**config.mk**
```make
export PLATFORM = sky130hd
export DESIGN_NAME = qbpl_top
export DESIGN_NICKNAME = d
export VERILOG_FILES = /design/src/rtl/qbpl_pkg.sv /design/src/rtl/qbpl_line.sv /design/src/rtl/qbpl_top.sv
export SDC_FILE = /design/constraint.sdc
export NUM_CORES = 1
export LEC_CHECK = 0
export ABC_AREA = 1
export BUFFER_PORTS_ARGS = -buffer_cell sky130_fd_sc_hd__buf_2
export CAP_MARGIN = 5
export CORE_UTILIZATION = 43
export DETAILED_ROUTE_END_ITERATION = 16
export PLACE_DENSITY = 0.81
export SETUP_SLACK_MARGIN = 0.02
export SLEW_MARGIN = 10
export SYNTH_ARGS = -nofsm -noshare
export SYNTH_HDL_FRONTEND = slang
export SYNTH_HIERARCHICAL = 1
export SYNTH_SLANG_ARGS = --single-unit
```
**constraint.sdc**
```tcl
create_clock -name hclk -period 1.3 [get_ports hclk]
set_input_delay 0.065 -clock hclk [delete_from_list [all_inputs] [get_ports hclk]]
set_output_delay 0.065 -clock hclk [all_outputs]
set_load 0.01 [all_outputs]
```
**src/rtl/qbpl_pkg.sv**
```systemverilog
package qbpl_pkg;

    // register byte addresses on the bus
    localparam logic [7:0] PORT_ZERO_OFS  = 8'h80;
    localparam logic [7:0] PORT_ONE_OFS   = 8'h90;
    localparam logic [7:0] PORT_TWO_OFS   = 8'ha0;
    localparam logic [7:0] PORT_THREE_OFS = 8'hb0;

    // latch reset value, all lines in input mode
    localparam logic [7:0] LATCH_RESET    = 8'hff;

    // port three alternate function bit positions
    localparam int RXD_BIT   = 0;
    localparam int TXD_BIT   = 1;
    localparam int IRQ0_BIT  = 2;
    localparam int IRQ1_BIT  = 3;
    localparam int T0_BIT    = 4;
    localparam int T1_BIT    = 5;

    localparam int NUM_PORTS = 4;
    localparam int PORT_W    = 8;

    // ahb transfer encodings
    localparam logic [1:0] HTRANS_NONSEQ = 2'b10;
    localparam logic [2:0] HSIZE_WORD    = 3'b010;

    // one port's pin signals
    typedef struct packed {
        logic [7:0] pin_out;
        logic [7:0] pin_oe;
    } qbpl_pin_s;

endpackage : qbpl_pkg

```
**src/rtl/qbpl_line.sv**
```systemverilog
`timescale 1ns/10ps
// one quasi-bidirectional port: strong low for 0, weak high otherwise
module qbpl_line (
    input  wire logic [7:0] latch,        // latch value
    input  wire logic [7:0] alt_en,       // alternate output select
    input  wire logic [7:0] alt_val,      // alternate output value
    output qbpl_pkg::qbpl_pin_s pins      // pin drive
);

    logic [7:0] eff;                      // effective output level

    // merge latch with alternate output, a 1 latch lets alt drive
    always_comb begin
        eff = latch & ((~alt_en) | alt_val);
        pins.pin_out = eff;
        pins.pin_oe  = ~eff;              // drive only low, weak pullup otherwise
    end

endmodule : qbpl_line

```
**src/rtl/qbpl_top.sv**
```systemverilog
`timescale 1ns/10ps
module qbpl_top (
    input  wire logic        hclk,                 // system clock
    input  wire logic        hresetn,              // async reset, low
    input  wire logic        hsel,                 // slave select
    input  wire logic [31:0] haddr,                // address
    input  wire logic [1:0]  htrans,               // transfer type
    input  wire logic        hwrite,               // write
    input  wire logic [2:0]  hsize,                // size
    input  wire logic        hready,               // bus ready in
    input  wire logic [31:0] hwdata,               // write data
    output logic      [31:0] hrdata,               // read data
    output logic             hreadyout,            // slave ready
    output logic             hresp,                // response, always okay
    input  wire logic [31:0] pin_in,               // pin levels, port n at [8n+7:8n]
    output logic      [31:0] pin_out,              // pin output levels
    output logic      [31:0] pin_oe,               // pin low drive enables
    input  wire logic        uart_txd,             // uart transmit / shift clock
    input  wire logic        uart_tx_en,           // uart owns transmit line
    output logic             uart_rxd,             // uart receive data
    output logic             timer_zero_count_input, // timer 0 count
    output logic             timer_one_count_input,  // timer 1 count
    output logic             ext_irq_zero_n,       // ext irq 0, low
    output logic             ext_irq_one_n         // ext irq 1, low
);

    ////////////////////////////////////////////////////////////////////////
    // state

    typedef struct packed {
        logic [3:0][7:0] latch_ff;        // port latches
        logic            wr_pend_ff;      // write data phase pending
        logic [1:0]      wr_idx_ff;       // target port of pending write
        logic            wr_ok_ff;        // pending write hits a port
        logic [31:0]     rdata_ff;        // read data
    } qbpl_state_s;

    qbpl_state_s st_ff;                   // registered state
    qbpl_state_s nxt_st;                  // next state

    localparam int         PORT_THREE_NUM = 3;     // port carrying the alternate functions
    localparam logic [1:0] PORT_THREE_IDX = 2'd3;  // same port as a decoded index

    logic [2:0]      addr_dec;            // raw decode result, hit flag and index
    logic            addr_ok;             // address decodes to a port
    logic [1:0]      addr_idx;            // decoded port index
    logic            access;              // valid address phase
    logic [31:0]     pin_vec;             // pin drive outputs
    logic [31:0]     oe_vec;              // pin enables
    logic [7:0]      p3_rd;               // port three readback

    ////////////////////////////////////////////////////////////////////////
    // address decode function

    function automatic logic [2:0] qbpl_decode(input logic [7:0] a);
        case (a)
            qbpl_pkg::PORT_ZERO_OFS:  qbpl_decode = 3'b100;
            qbpl_pkg::PORT_ONE_OFS:   qbpl_decode = 3'b101;
            qbpl_pkg::PORT_TWO_OFS:   qbpl_decode = 3'b110;
            qbpl_pkg::PORT_THREE_OFS: qbpl_decode = 3'b111;
            default:                  qbpl_decode = 3'b000;
        endcase
    endfunction : qbpl_decode

    // flat pin position of one bit of one port
    function automatic int qbpl_pin_pos(input int port_n, input int bit_n);
        qbpl_pin_pos = port_n * qbpl_pkg::PORT_W + bit_n;
    endfunction : qbpl_pin_pos

    // upper address bits must be zero for a hit
    always_comb begin
        addr_dec = qbpl_decode(haddr[7:0]);
        addr_ok  = addr_dec[2] && (haddr[31:8] == 24'h00_0000);
        addr_idx = addr_dec[1:0];
        access   = hsel && hready && (htrans == qbpl_pkg::HTRANS_NONSEQ);
    end

    ////////////////////////////////////////////////////////////////////////
    // pin drivers, one instance per port

    genvar gi;
    generate
        for (gi = 0; gi < qbpl_pkg::NUM_PORTS; gi++) begin : g_port
            qbpl_pkg::qbpl_pin_s pins;    // this port's drive
            logic [7:0] alt_en;           // alternate output select
            logic [7:0] alt_val;          // alternate output value
            always_comb begin
                alt_en  = 8'h00;
                alt_val = 8'hff;
                if (gi == PORT_THREE_NUM) begin
                    alt_en[qbpl_pkg::TXD_BIT]  = uart_tx_en;
                    alt_val[qbpl_pkg::TXD_BIT] = uart_txd;
                end
            end
            qbpl_line u_line (
                .latch   (st_ff.latch_ff[gi]),
                .alt_en  (alt_en),
                .alt_val (alt_val),
                .pins    (pins)
            );
            assign pin_vec[gi*qbpl_pkg::PORT_W +: qbpl_pkg::PORT_W] = pins.pin_out;
            assign oe_vec[gi*qbpl_pkg::PORT_W +: qbpl_pkg::PORT_W]  = pins.pin_oe;
        end
    endgenerate

    ////////////////////////////////////////////////////////////////////////
    // next state: bus writes and read capture

    always_comb begin
        nxt_st = st_ff;
        // port three readback: bit 1 write-only reads 0
        p3_rd = pin_in[31:24];
        p3_rd[qbpl_pkg::TXD_BIT] = 1'b0;
        // data phase of a pending write
        if (st_ff.wr_pend_ff && st_ff.wr_ok_ff) begin
            if (st_ff.wr_idx_ff == PORT_THREE_IDX) begin
                // bit 0 is read-only, keep the latch
                nxt_st.latch_ff[3] = {hwdata[7:1], st_ff.latch_ff[3][qbpl_pkg::RXD_BIT]};
            end else begin
                nxt_st.latch_ff[st_ff.wr_idx_ff] = hwdata[7:0];
            end
        end
        nxt_st.wr_pend_ff = 1'b0;
        if (access) begin
            if (hwrite) begin
                nxt_st.wr_pend_ff = 1'b1;
                nxt_st.wr_idx_ff  = addr_idx;
                nxt_st.wr_ok_ff   = addr_ok;
            end else if (addr_ok) begin
                // reads return pin levels, so inputs are visible
                if (addr_idx == PORT_THREE_IDX) begin
                    nxt_st.rdata_ff = {24'h00_0000, p3_rd};
                end else begin
                    nxt_st.rdata_ff = {24'h00_0000, pin_in[addr_idx*8 +: 8]};
                end
            end else begin
                nxt_st.rdata_ff = 32'h0000_0000; // unmapped reads zero
            end
        end
    end

    ////////////////////////////////////////////////////////////////////////
    // state register

    always_ff @(posedge hclk or negedge hresetn) begin
        if (!hresetn) begin
            st_ff.latch_ff   <= {4{qbpl_pkg::LATCH_RESET}};
            st_ff.wr_pend_ff <= 1'b0;
            st_ff.wr_idx_ff  <= 2'd0;
            st_ff.wr_ok_ff   <= 1'b0;
            st_ff.rdata_ff   <= 32'h0000_0000;
        end else begin
            st_ff <= nxt_st;
        end
    end

    ////////////////////////////////////////////////////////////////////////
    // outputs

    always_comb begin
        hrdata    = st_ff.rdata_ff;
        hreadyout = 1'b1;                 // zero wait states
        hresp     = 1'b0;                 // always okay
        pin_out   = pin_vec;
        pin_oe    = oe_vec;
        uart_rxd               = pin_in[qbpl_pin_pos(PORT_THREE_NUM, qbpl_pkg::RXD_BIT)];
        ext_irq_zero_n         = pin_in[qbpl_pin_pos(PORT_THREE_NUM, qbpl_pkg::IRQ0_BIT)];
        ext_irq_one_n          = pin_in[qbpl_pin_pos(PORT_THREE_NUM, qbpl_pkg::IRQ1_BIT)];
        timer_zero_count_input = pin_in[qbpl_pin_pos(PORT_THREE_NUM, qbpl_pkg::T0_BIT)];
        timer_one_count_input  = pin_in[qbpl_pin_pos(PORT_THREE_NUM, qbpl_pkg::T1_BIT)];
    end

    ////////////////////////////////////////////////////////////////////////
    // checks

    chk_reset_ones: assert property (@(posedge hclk) disable iff (!hresetn)
        $rose(hresetn) |-> st_ff.latch_ff == {4{qbpl_pkg::LATCH_RESET}})
        else $error("latches not ff after reset");

    chk_low_drive: assert property (@(posedge hclk) disable iff (!hresetn)
        (st_ff.latch_ff[1][0] == 1'b0) |-> (pin_oe[8] && !pin_out[8]))
        else $error("zero latch not driving low");

    chk_weak_high: assert property (@(posedge hclk) disable iff (!hresetn)
        (st_ff.latch_ff[2] == 8'hff) |-> (pin_oe[23:16] == 8'h00))
        else $error("one latch driving pin");

    chk_write_lands: assert property (@(posedge hclk) disable iff (!hresetn)
        (access && hwrite && addr_ok && addr_idx == 2'd0) ##1 1'b1
        |=> st_ff.latch_ff[0] == $past(hwdata[7:0]))
        else $error("port zero write lost");

    chk_rxd_keep: assert property (@(posedge hclk) disable iff (!hresetn)
        st_ff.wr_pend_ff |=> $stable(st_ff.latch_ff[3][0]))
        else $error("read-only bit changed");

    chk_txd_read: assert property (@(posedge hclk) disable iff (!hresetn)
        (access && !hwrite && addr_ok && addr_idx == 2'd3) |=> hrdata[1] == 1'b0)
        else $error("write-only bit read back");

    chk_txd_alt: assert property (@(posedge hclk) disable iff (!hresetn)
        (uart_tx_en && !uart_txd) |-> (pin_oe[25] && !pin_out[25]))
        else $error("uart transmit low not driven");

    chk_irq_map: assert property (@(posedge hclk) disable iff (!hresetn)
        (ext_irq_zero_n == pin_in[26]) && (ext_irq_one_n == pin_in[27]))
        else $error("irq inputs misrouted");

    chk_timer_map: assert property (@(posedge hclk) disable iff (!hresetn)
        (timer_zero_count_input == pin_in[28]) && (timer_one_count_input == pin_in[29]))
        else $error("timer inputs misrouted");

    chk_irq0_bit: assert property (@(posedge hclk) disable iff (!hresetn)
        $fell(pin_in[26]) |-> !ext_irq_zero_n)
        else $error("irq zero not following pin");

    chk_t0_bit: assert property (@(posedge hclk) disable iff (!hresetn)
        $rose(pin_in[28]) |-> timer_zero_count_input)
        else $error("timer zero not following pin");

    ////////////////////////////////////////////////////////////////////////
    // bus side checks
    // the slave never stalls and never errors

    chk_ready_high: assert property (@(posedge hclk) disable iff (!hresetn)
        hreadyout == 1'b1)
        else $error("slave stalled the bus");

    chk_resp_okay: assert property (@(posedge hclk) disable iff (!hresetn)
        hresp == 1'b0)
        else $error("slave gave an error response");

    chk_upper_zero: assert property (@(posedge hclk) disable iff (!hresetn)
        hrdata[31:8] == 24'h00_0000)
        else $error("read data upper bits not zero");

    chk_unmapped_read: assert property (@(posedge hclk) disable iff (!hresetn)
        (access && !hwrite && !addr_ok) |=> hrdata == 32'h0000_0000)
        else $error("unmapped read not zero");

    chk_unmapped_write: assert property (@(posedge hclk) disable iff (!hresetn)
        (access && hwrite && !addr_ok) |=> ##1 $stable(st_ff.latch_ff))
        else $error("unmapped write changed a latch");

    chk_rdata_hold: assert property (@(posedge hclk) disable iff (!hresetn)
        !(access && !hwrite) |=> $stable(hrdata))
        else $error("read data moved without a read");

    chk_idle_no_pend: assert property (@(posedge hclk) disable iff (!hresetn)
        !(access && hwrite) |=> !st_ff.wr_pend_ff)
        else $error("write pending without address phase");

    chk_port1_write: assert property (@(posedge hclk) disable iff (!hresetn)
        (access && hwrite && addr_ok && addr_idx == 2'd1) ##1 1'b1
        |=> st_ff.latch_ff[1] == $past(hwdata[7:0]))
        else $error("port one write lost");

    chk_port2_write: assert property (@(posedge hclk) disable iff (!hresetn)
        (access && hwrite && addr_ok && addr_idx == 2'd2) ##1 1'b1
        |=> st_ff.latch_ff[2] == $past(hwdata[7:0]))
        else $error("port two write lost");

    chk_latch_hold: assert property (@(posedge hclk) disable iff (!hresetn)
        !st_ff.wr_pend_ff |=> $stable(st_ff.latch_ff))
        else $error("latch moved without a write");

    chk_port_read: assert property (@(posedge hclk) disable iff (!hresetn)
        (access && !hwrite && addr_ok && addr_idx == 2'd0)
        |=> hrdata == {24'h00_0000, $past(pin_in[7:0])})
        else $error("port zero read not pin level");

    ////////////////////////////////////////////////////////////////////////
    // pin side checks
    // a line is either strong low or weakly high, never both

    chk_oe_low_only: assert property (@(posedge hclk) disable iff (!hresetn)
        (pin_oe & pin_out) == 32'h0000_0000)
        else $error("line driven high strongly");

    chk_oe_cover: assert property (@(posedge hclk) disable iff (!hresetn)
        (pin_oe | pin_out) == 32'hffff_ffff)
        else $error("line neither low nor released");

    chk_port2_low: assert property (@(posedge hclk) disable iff (!hresetn)
        (st_ff.latch_ff[2][7] == 1'b0) |-> pin_oe[23])
        else $error("port two zero not driving low");

    ////////////////////////////////////////////////////////////////////////
    // alternate function checks
    // port three inputs follow their pins in the same cycle

    chk_rxd_map: assert property (@(posedge hclk) disable iff (!hresetn)
        uart_rxd == pin_in[24])
        else $error("receive input misrouted");

    chk_irq1_bit: assert property (@(posedge hclk) disable iff (!hresetn)
        $fell(pin_in[27]) |-> !ext_irq_one_n)
        else $error("irq one not following pin");

    chk_t1_bit: assert property (@(posedge hclk) disable iff (!hresetn)
        $rose(pin_in[29]) |-> timer_one_count_input)
        else $error("timer one not following pin");

    chk_p3_write: assert property (@(posedge hclk) disable iff (!hresetn)
        (st_ff.wr_pend_ff && st_ff.wr_ok_ff && st_ff.wr_idx_ff == PORT_THREE_IDX)
        |=> st_ff.latch_ff[3][7:1] == $past(hwdata[7:1]))
        else $error("port three write lost");

    chk_txd_high: assert property (@(posedge hclk) disable iff (!hresetn)
        (uart_tx_en && uart_txd && st_ff.latch_ff[3][1]) |-> !pin_oe[25])
        else $error("uart transmit high driven low");

    chk_txd_latch_low: assert property (@(posedge hclk) disable iff (!hresetn)
        (st_ff.latch_ff[3][1] == 1'b0) |-> pin_oe[25])
        else $error("transmit latch zero not driving low");

endmodule : qbpl_top

```
# Word-level counts from Yosys, hierarchy flattened
# Index checks and enable logic that the tools add are counted.
[totals]
latch_bits = 0
rom_bits = 0
ram_bits = 0
output_inout_bits = 103
mem_count = 0
reg_bits = 68
wordCells = 47
[classes]
n_mul = 0
shift = 1
eq_ne = 7
order_cmp = 2
reduce_logical = 9
n_mux = 10
n_bitwise = 9
n_div = 0
add_sub_neg = 0
[op_table]
columns = ["operator", "count"]
rows = [
  ["two-way mux 32 bit", 2],
  ["two-way mux 36 bit", 1],
  ["bitwise mux 32 bit", 1],
  ["== test 8 bit (second input constant)", 4],
  ["inverter 8 bit", 4],
  ["variable part select 32 x 6 -> 8 bit", 1],
  ["zero test 24 bit", 1],
  ["two-way mux 8 bit", 3],
  ["demux 8 bit (select 2 bit)", 1],
  ["one-hot mux 3 bit (4 select lines)", 1],
  ["AND 8 bit", 1],
  ["inverter 2 -> 8 bit", 1],
  ["OR 8 bit", 1],
  ["== test 2 bit (second input constant)", 3],
  ["AND reduction 2 bit", 3],
  ["logical AND 1 bit", 5],
  ["two-way mux 4 bit", 1],
  ["less-than comparator 2 x 3 -> 1 bit (second input constant)", 1],
  ["greater-or-equal comparator 2 x 1 -> 1 bit (second input constant)", 1],
  ["inverter 1 bit", 2],
]

# Logic depth before layout (Yosys ltp)
# Gate-level depths: netlist of run 1.
[depth]
depth_word = 7
depth_mapped = 10

# Cells and area by module
# The synthesis of run 1 kept the hierarchy.
[by_module_without_submodules]
columns = ["mod", "n_inst", "cells_each", "seq_area_each_um2", "area_per_inst_um2"]
rows = [
  ["qbpl_top", 1, 338, 1141.1, 2557.5],
  ["qbpl_line", 4, 40, 0.0, 190.2],
]

# Worst setup path after synthesis of run 1
# Ideal clock, no wire load.
[synth_timing]
path_kind = "reg-to-reg"
from = "register st_ff[34] in the netlist's numbering"
to = "register st_ff[36] in the netlist's numbering"
n_path_buf = 1
path_stages_with_launch = 5
arrival_time_ps = 996
t_required_ps = 1221
path_slack_ps = 225
cell_sequence = "dfrtp_1 inv_1 nand3_1 buf_2 o21ai_0"
[synth_via]
elab_chain_cells = 5
elab_cells_between_ends = 9
[synth_rtl]
columns = ["item", "line_no", "rtl"]
rows = [
  ["from (decl)", "qbpl_top.sv:38", "qbpl_state_s st_ff;"],
  ["from (signal assigned)", "qbpl_top.sv:153", "st_ff <= nxt_st;"],
  ["less-than comparator 2 x 3 -> 1 bit (implied by the code) / greater-or-equal comparator 2 x 1 -> 1 bit (equally long branches)", "qbpl_top.sv:120", "nxt_st.latch_ff[st_ff.wr_idx_ff] = hwdata[7:0];"],
  ["logical AND 1 bit (implied by the code)", "qbpl_top.sv:120", ""],
  ["two-way mux 8 bit (implied by the code)", "qbpl_top.sv:120", ""],
  ["demux 8 bit (select 2 bit)", "qbpl_top.sv:120", ""],
  ["bitwise mux 32 bit", "qbpl_top.sv:120", ""],
]
# Several ways; a longest one is shown, not always the timed one.
# A chain may end at the register's enable or synchronous reset.

# Worst setup path after layout of run 1
[layout_timing]
from = "register st_ff[59] in the netlist's numbering"
to = "output port pin_out[23]"
[layout_rtl]
columns = ["item", "line_no", "rtl"]
rows = [
  ["to (decl)", "qbpl_top.sv:16", "output logic [31:0] pin_out,"],
]
# No word-level cell between the ends.

==> summary.md, run 1 <==
| Metric | Value |
|---|---|
| Placeable Area | 7370 sq um |
| Synth Area per Inst | 6.66 sq um |
| Worst Path Max Fanout | 3 |
| Sequential element share of the synthesized area | 34.4% |
| Setup TNS | 0 ns |
| Final HPWL DP | 6.45 mm |
| Final hold vios | 0 |
| Die height | 89.8 um |
| Final setup fails | 0 |
| CTS root buf | clkbuf_8 |
| Vias in the first global route | 3,230 |
| Final antenna-violating net count | 0 |
| CP arrival | 1.14 ns |
| Worst setup SP type | flip-flop |
| Core Util, Final | 61.5% |
| H-tree depth | 2 |
| Share of cells above drive strength 1 | 33.7% |
| Die width | 89.8 um |
| Worst min path class | primary input to flip-flop |
| Port Buffers | 156 |
| Crit path kind | flip-flop to output pin |
| YS warnings | 6 |
| FILL cells | 692 |
| DR vias/cell | 4.00 |
| Num ports | 211 |
| Clock sink count | 44 |
| First-pass GRT wire length | 13.4 mm |
| Max-cap check violation count | 0 |
| Slew Viols, Final | 0 |
| CTS buffer count | 5 |
| Crit. End Element | output pin |
| Number of diodes | 0 |
| Period minus WS final | 1.20 ns |
| Mapped Cells | 498 |
| Initial Utilization | 45.0% |
| CTS Buffer Depth | 2 |
| Pre-Repair DR Iteration Count | 5 |
| CTS tree | done |
| FMAX | 832 MHz |
| Static leakage | 3.32 nW |
| Commonest non-fill, non-tap cells in the layout | nand2_1 (156), buf_2 (156), conb_1 (119) |
| Total Wirelength | 7.53 mm |
| P per Cell Area | 641 nW/um^2 |
| CP required | 1.24 ns |
| Num rows | 31 |
| RSZ-0062 raised after global routing | no |
| Cell area after synthesis | 3320 sq um |
| Cell variety after synth | 23 |
| Total gr overflow | 0 |
| Worst vdd ir | 0.000305 V |
| Final period util | 92.4% |
| Initial antenna violation count | 0 |
| Worst-Skew Late Latency | 0.29 ns |
| # DRC | 0 |
| Via Count | 3,370 |
| Yosys reg bits | 44 |
| Starting DRT DRC Count | 68 |
| Run status | complete, no violations |
| Clock Pin Slew Worst Setup and Hold Paths | 0.08 ns |
| Clock skew | 0.00390 ns |
| Routed len/inst | 8.93 um |
| Gpl congestion | 0.774 |
| Area delta synth->final | 36.5% |
| NumNets Final | 851 |
| GRT Total Usage | 20.0% |
| Largest net degree at the start of global routing | 45 |
| Die ar. | 8070 sq um |
-- per-layer routing --
layer  vias to the layer above  wire length, um  global-route usage, %
met4                         0               42                   3.96
met1                      1441             3030                   21.0
met2                       121             4010                   40.3
li1                       1802                -                      -
met5                         -                0                      0
met3                         6              447                   4.23
-- layout make-up --
type	instances	area (sq um)	area share, %
clock buffers	6	82.6	1.82
clock inverters	2	10.0	0.221
inverters	118	443	9.78
multi-input cells	406	1830	40.4
flip-flops and latches	44	1140	25.2
well taps	99	124	2.73
repair buffers	168	898	19.8
-- cells by family (layout without fill, tap and decap cells) --
group	count (synthesis)	in the layout	share of synthesized area (%)
AO/OA/AOI/OAI	68	68	13.9
buffers and inverters	165	294	23.7
flip-flops	44	44	34.4
other	2	119	0.226
AND/OR/NAND/NOR	219	219	27.8
-- timing repair --
action                                 4_1_cts  5_1_grt
hold buffers                                 1        0
gates resized for setup                      0        1
endpoints found under the hold margin       44        0
buffers inserted                             0        1
setup endpoints to repair                    0        1
-- through the flow --
stage	setup WS [ns]	hold WS [ns]	instance area, sq um	instances	total power (W)
after floorplan	0.225	-0.231	3760	615	0.00184
after global placement	0.183	0.0595	4420	833	0.00204
after detailed placement	0.153	0.0625	4420	833	0.00206
after CTS	0.0819	0.0263	4520	842	0.00293
after global routing	0.0240	0.0455	4530	843	0.00311
final	0.0984	0.0408	4530	843	0.00290
-- cells in the mapped netlist --
cell type	number	share of area, %
a21oi_1	7	1.1
and2_1	2	0.38
buf_2	4	0.60
inv_1	117	13
nand3b_1	1	0.23
nor3_4	1	0.49
nand4_2	1	0.38
nand3_1	26	3.9
o21ai_0	29	4.4
a21oi_2	32	8.4
nor2_4	2	0.68
nand3_2	1	0.30
dfrtp_1	12	9.0
dfstp_2	32	25
buf_6	2	0.68
buf_4	39	8.8
nor2_1	24	2.7
inv_2	1	0.11
conb_1	2	0.23
nand2_4	1	0.34
nand2_1	156	18
nor2_2	4	0.75
clkbuf_1	2	0.23
-- power by group --
group	internal (W)	leakage (nW)	switching (W)	total (W)
Clock	0.000424	0.0510	0.000434	0.000857
Combinational	0.000265	2.77	0.000391	0.000656
Sequential	0.00138	0.502	0.00000590	0.00139
Total	0.00207	3.32	0.000831	0.00290
-- registers in the layout, indices dropped and copies added, names as in the netlist --
register	count
st_ff	36
hrdata	8
-- final timing paths --
| kind | to | slack, ns | startpoint | cells after the start |
|---|---|---|---|---|
| hold reg to reg | st_ff[60]$_DFFE_PN1P_ | 0.38 | st_ff[60]$_DFFE_PN1P_ | 0 |
| min in group asynchronous | hrdata[6]$_DFFE_PN0P_ | 0.29 | hresetn | 3 |
| hold / removal | st_ff[52]$_DFFE_PN1P_ | 0.04 | hwdata[0] | 3 |
| max in group asynchronous | st_ff[67]$_DFFE_PN1P_ | 0.76 | hresetn | 3 |
| setup / recovery | pin_out[23] | 0.1 | st_ff[59]$_DFFE_PN1P_ | 3 |
| setup reg to reg | st_ff[37]$_DFFE_PN1P_ | 0.18 | st_ff[32]$_DFFE_PN0P_ | 5 |
-- critical path, stage by stage (launching register included) --
cell and delay, ns:
dfstp_2 0.55, inv_1 0.05, a21oi_2 0.10, buf_2 0.14
(Power assumes the default switching activity.)
==> run 2, diff against run 1 <==
--- a/config.mk
+++ b/config.mk
@@ -10,6 +10,7 @@
 export CAP_MARGIN = 5
 export CORE_UTILIZATION = 43
 export DETAILED_ROUTE_END_ITERATION = 16
+export MAX_ROUTING_LAYER = met4
 export PLACE_DENSITY = 0.81
 export SETUP_SLACK_MARGIN = 0.02
 export SLEW_MARGIN = 10
==> summary.md, run 2 (same netlist as run 1, synthesis figures left out) <==
| Metric | Value |
|---|---|
| Run status | complete, no violations (unchanged) |
| Vias in the first global route | 3,228 (was 3,230) |
| FILL cells | 692 (unchanged) |
| Num ports | 211 (unchanged) |
| Placeable Area | 7370 sq um (unchanged) |
| CP max stage delay | 0.55 ns (about the same) |
| # DRC | 0 (unchanged) |
| Period minus WS final | 1.20 ns (about the same) |
| Max-cap check violation count | 0 (unchanged) |
| Routed len/inst | 8.95 um (was 8.93 um) |
| Worst Path Max Fanout | 3 (unchanged) |
| Area delta synth->final | 36.5% (unchanged) |
| Clock skew | 0.00292 ns (was 0.00390 ns) |
| Worst vdd ir | 0.000304 V (was 0.000305 V) |
| Fin cells | 843 (unchanged) |
| Worst Setup SP | st_ff[59]$_DFFE_PN1P_ (unchanged) |
| Static leakage | 3.32 nW (unchanged) |
| Die width | 89.8 um (unchanged) |
| Share of cells above drive strength 1 | 33.7% (unchanged) |
| Total Wirelength | 7.54 mm (was 7.53 mm) |
| Setup TNS | 0 ns (unchanged) |
| Largest net degree at the start of global routing | 45 (unchanged) |
| Crit. End Element | output pin (unchanged) |
| Worst-Skew Late Latency | 0.29 ns (about the same) |
| Critical-path top delay cell | dfstp_2 (unchanged) |
| Final antenna-violating net count | 0 (unchanged) |
| # placed instances | 833 (unchanged) |
| Starting DRT DRC Count | 75 (was 68) |
| Via Count | 3,365 (was 3,370) |
| CP Cell Sequence | inv_1 -> a21oi_2 -> buf_2 (unchanged) |
| Final HPWL DP | 6.45 mm (unchanged) |
| Final hold vios | 0 (unchanged) |
| Commonest non-fill, non-tap cells in the layout | nand2_1 (156), buf_2 (156), conb_1 (119) (unchanged) |
| Slew Viols, Final | 0 (unchanged) |
| Initial antenna violation count | 0 (unchanged) |
| GRT Total Usage | 20.6% (was 20.0%) |
| RR Endpoint | st_ff[37]$_DFFE_PN1P_ (unchanged) |
| R2r setup slk | 0.19 ns (was 0.18 ns) |
| CTS tree | done (unchanged) |
| Placed inst area | 4420 sq um (unchanged) |
| Total gr overflow | 0 (unchanged) |
| Top reg by flops | st_ff (unchanged) |
| Clock sink count | 44 (unchanged) |
| Die ar. | 8070 sq um (unchanged) |
| Final setup fails | 0 (unchanged) |
| H-tree depth | 2 (unchanged) |
| Num rows | 31 (unchanged) |
| Core Util, Final | 61.5% (unchanged) |
| Post-route cell area | 4530 sq um (unchanged) |
| Worst min path class | primary input to flip-flop (unchanged) |
| Worst setup SP type | flip-flop (unchanged) |
| Worst Setup EP | pin_out[23] (unchanged) |
| Max reg flops | 36 (unchanged) |
| First-pass GRT wire length | 13.4 mm (about the same) |
| CP arrival | 1.14 ns (about the same) |
| DR vias/cell | 3.99 (was 4.00) |
| R2R cell count | 5 (unchanged) |
| Final period util | 92.4% (about the same) |
| Die height | 89.8 um (unchanged) |
| Initial Utilization | 45.0% (unchanged) |
| CTS buffer count | 5 (unchanged) |
| P per Cell Area | 642 nW/um^2 (was 641 nW/um^2) |
| Crit path kind | flip-flop to output pin (unchanged) |
| NumNets Final | 851 (unchanged) |
| CTS root buf | clkbuf_8 (unchanged) |
| Pre-Repair DR Iteration Count | 4 (was 5) |
| Port Buffers | 156 (unchanged) |
| Worst hold slack | 0.0412 ns (was 0.0408 ns) |
| CTS Buffer Depth | 2 (unchanged) |
| CP required | 1.24 ns (about the same) |
| FMAX | 833 MHz (was 832 MHz) |
| Number of diodes | 0 (unchanged) |
| R2r startpoint | st_ff[32]$_DFFE_PN0P_ (unchanged) |
| RSZ-0062 raised after global routing | no (unchanged) |
| Clock Pin Slew Worst Setup and Hold Paths | 0.08 ns (about the same) |
| Gpl congestion | 0.784 (was 0.774) |
## run 2: repair_timing
item | 4_1_cts | 5_1_grt
endpoints found under the setup margin | 0 | 1
hold buffers | 1 | 0
buffers inserted | 0 | 1
resized for setup | 0 | 1
endpoints found under the hold margin | 44 | 0
## run 2: routing by layer
metal	track usage, %	vias up	wire [um]
li1	-	1802	-
met1	21.1	1440	3090
met2	40.3	117	4010
met3	4.06	6	397
met4	3.96	0	45
met5	-	-	0
## run 2: how the worst min path moves through the flow
| stage | cells past startpoint | end | startpoint | slack [ns] |
|---|---|---|---|---|
| after floorplan | 0 | hrdata[0]$_DFFE_PN0P_ | hresetn | -0.23 |
| after global placement | 2 | hrdata[7]$_DFFE_PN0P_ | hresetn | 0.06 |
| after detailed placement | 2 | hrdata[7]$_DFFE_PN0P_ | hresetn | 0.06 |
| after CTS | 3 | st_ff[52]$_DFFE_PN1P_ | hwdata[0] | 0.03 |
| after global routing | 3 | st_ff[44]$_DFFE_PN1P_ | hwdata[0] | 0.05 |
| final | 3 | st_ff[52]$_DFFE_PN1P_ | hwdata[0] | 0.04 |
## run 2: cell type report
cell class / instances / area [sq um] / share of cell area (%)
inverter: 118 / 443 / 9.78
clock buffer: 6 / 82.6 / 1.82
timing repair buffer: 168 / 898 / 19.8
sequential: 44 / 1140 / 25.2
tap: 99 / 124 / 2.73
multi-input combinational: 406 / 1830 / 40.4
clock inverter: 2 / 10.0 / 0.221
## run 2: per-stage QoR
| stage | worst slack (ns) | power (W) |
|---|---|---|
| global route | 0.0240 | 0.00311 |
| detailed placement | 0.153 | 0.00206 |
| CTS | 0.0819 | 0.00293 |
| global placement | 0.183 | 0.00204 |
| finish | 0.0990 | 0.00291 |
| floorplan | 0.225 | 0.00184 |
## run 2: critical path, delay by kind of cell, from the launching register on
kind                   cells  cell delay (ns)
AOI/OAI and AO/OA          1             0.10
DFF                        1             0.55
buffers and inverters      2             0.19
## run 2: report_power, final
| group | internal, W | switching (W) | leakage, nW |
|---|---|---|---|
| Clock | 0.000424 | 0.000435 | 0.0510 |
| Sequential | 0.00138 | 0.00000590 | 0.502 |
| Combinational | 0.000265 | 0.000391 | 2.77 |
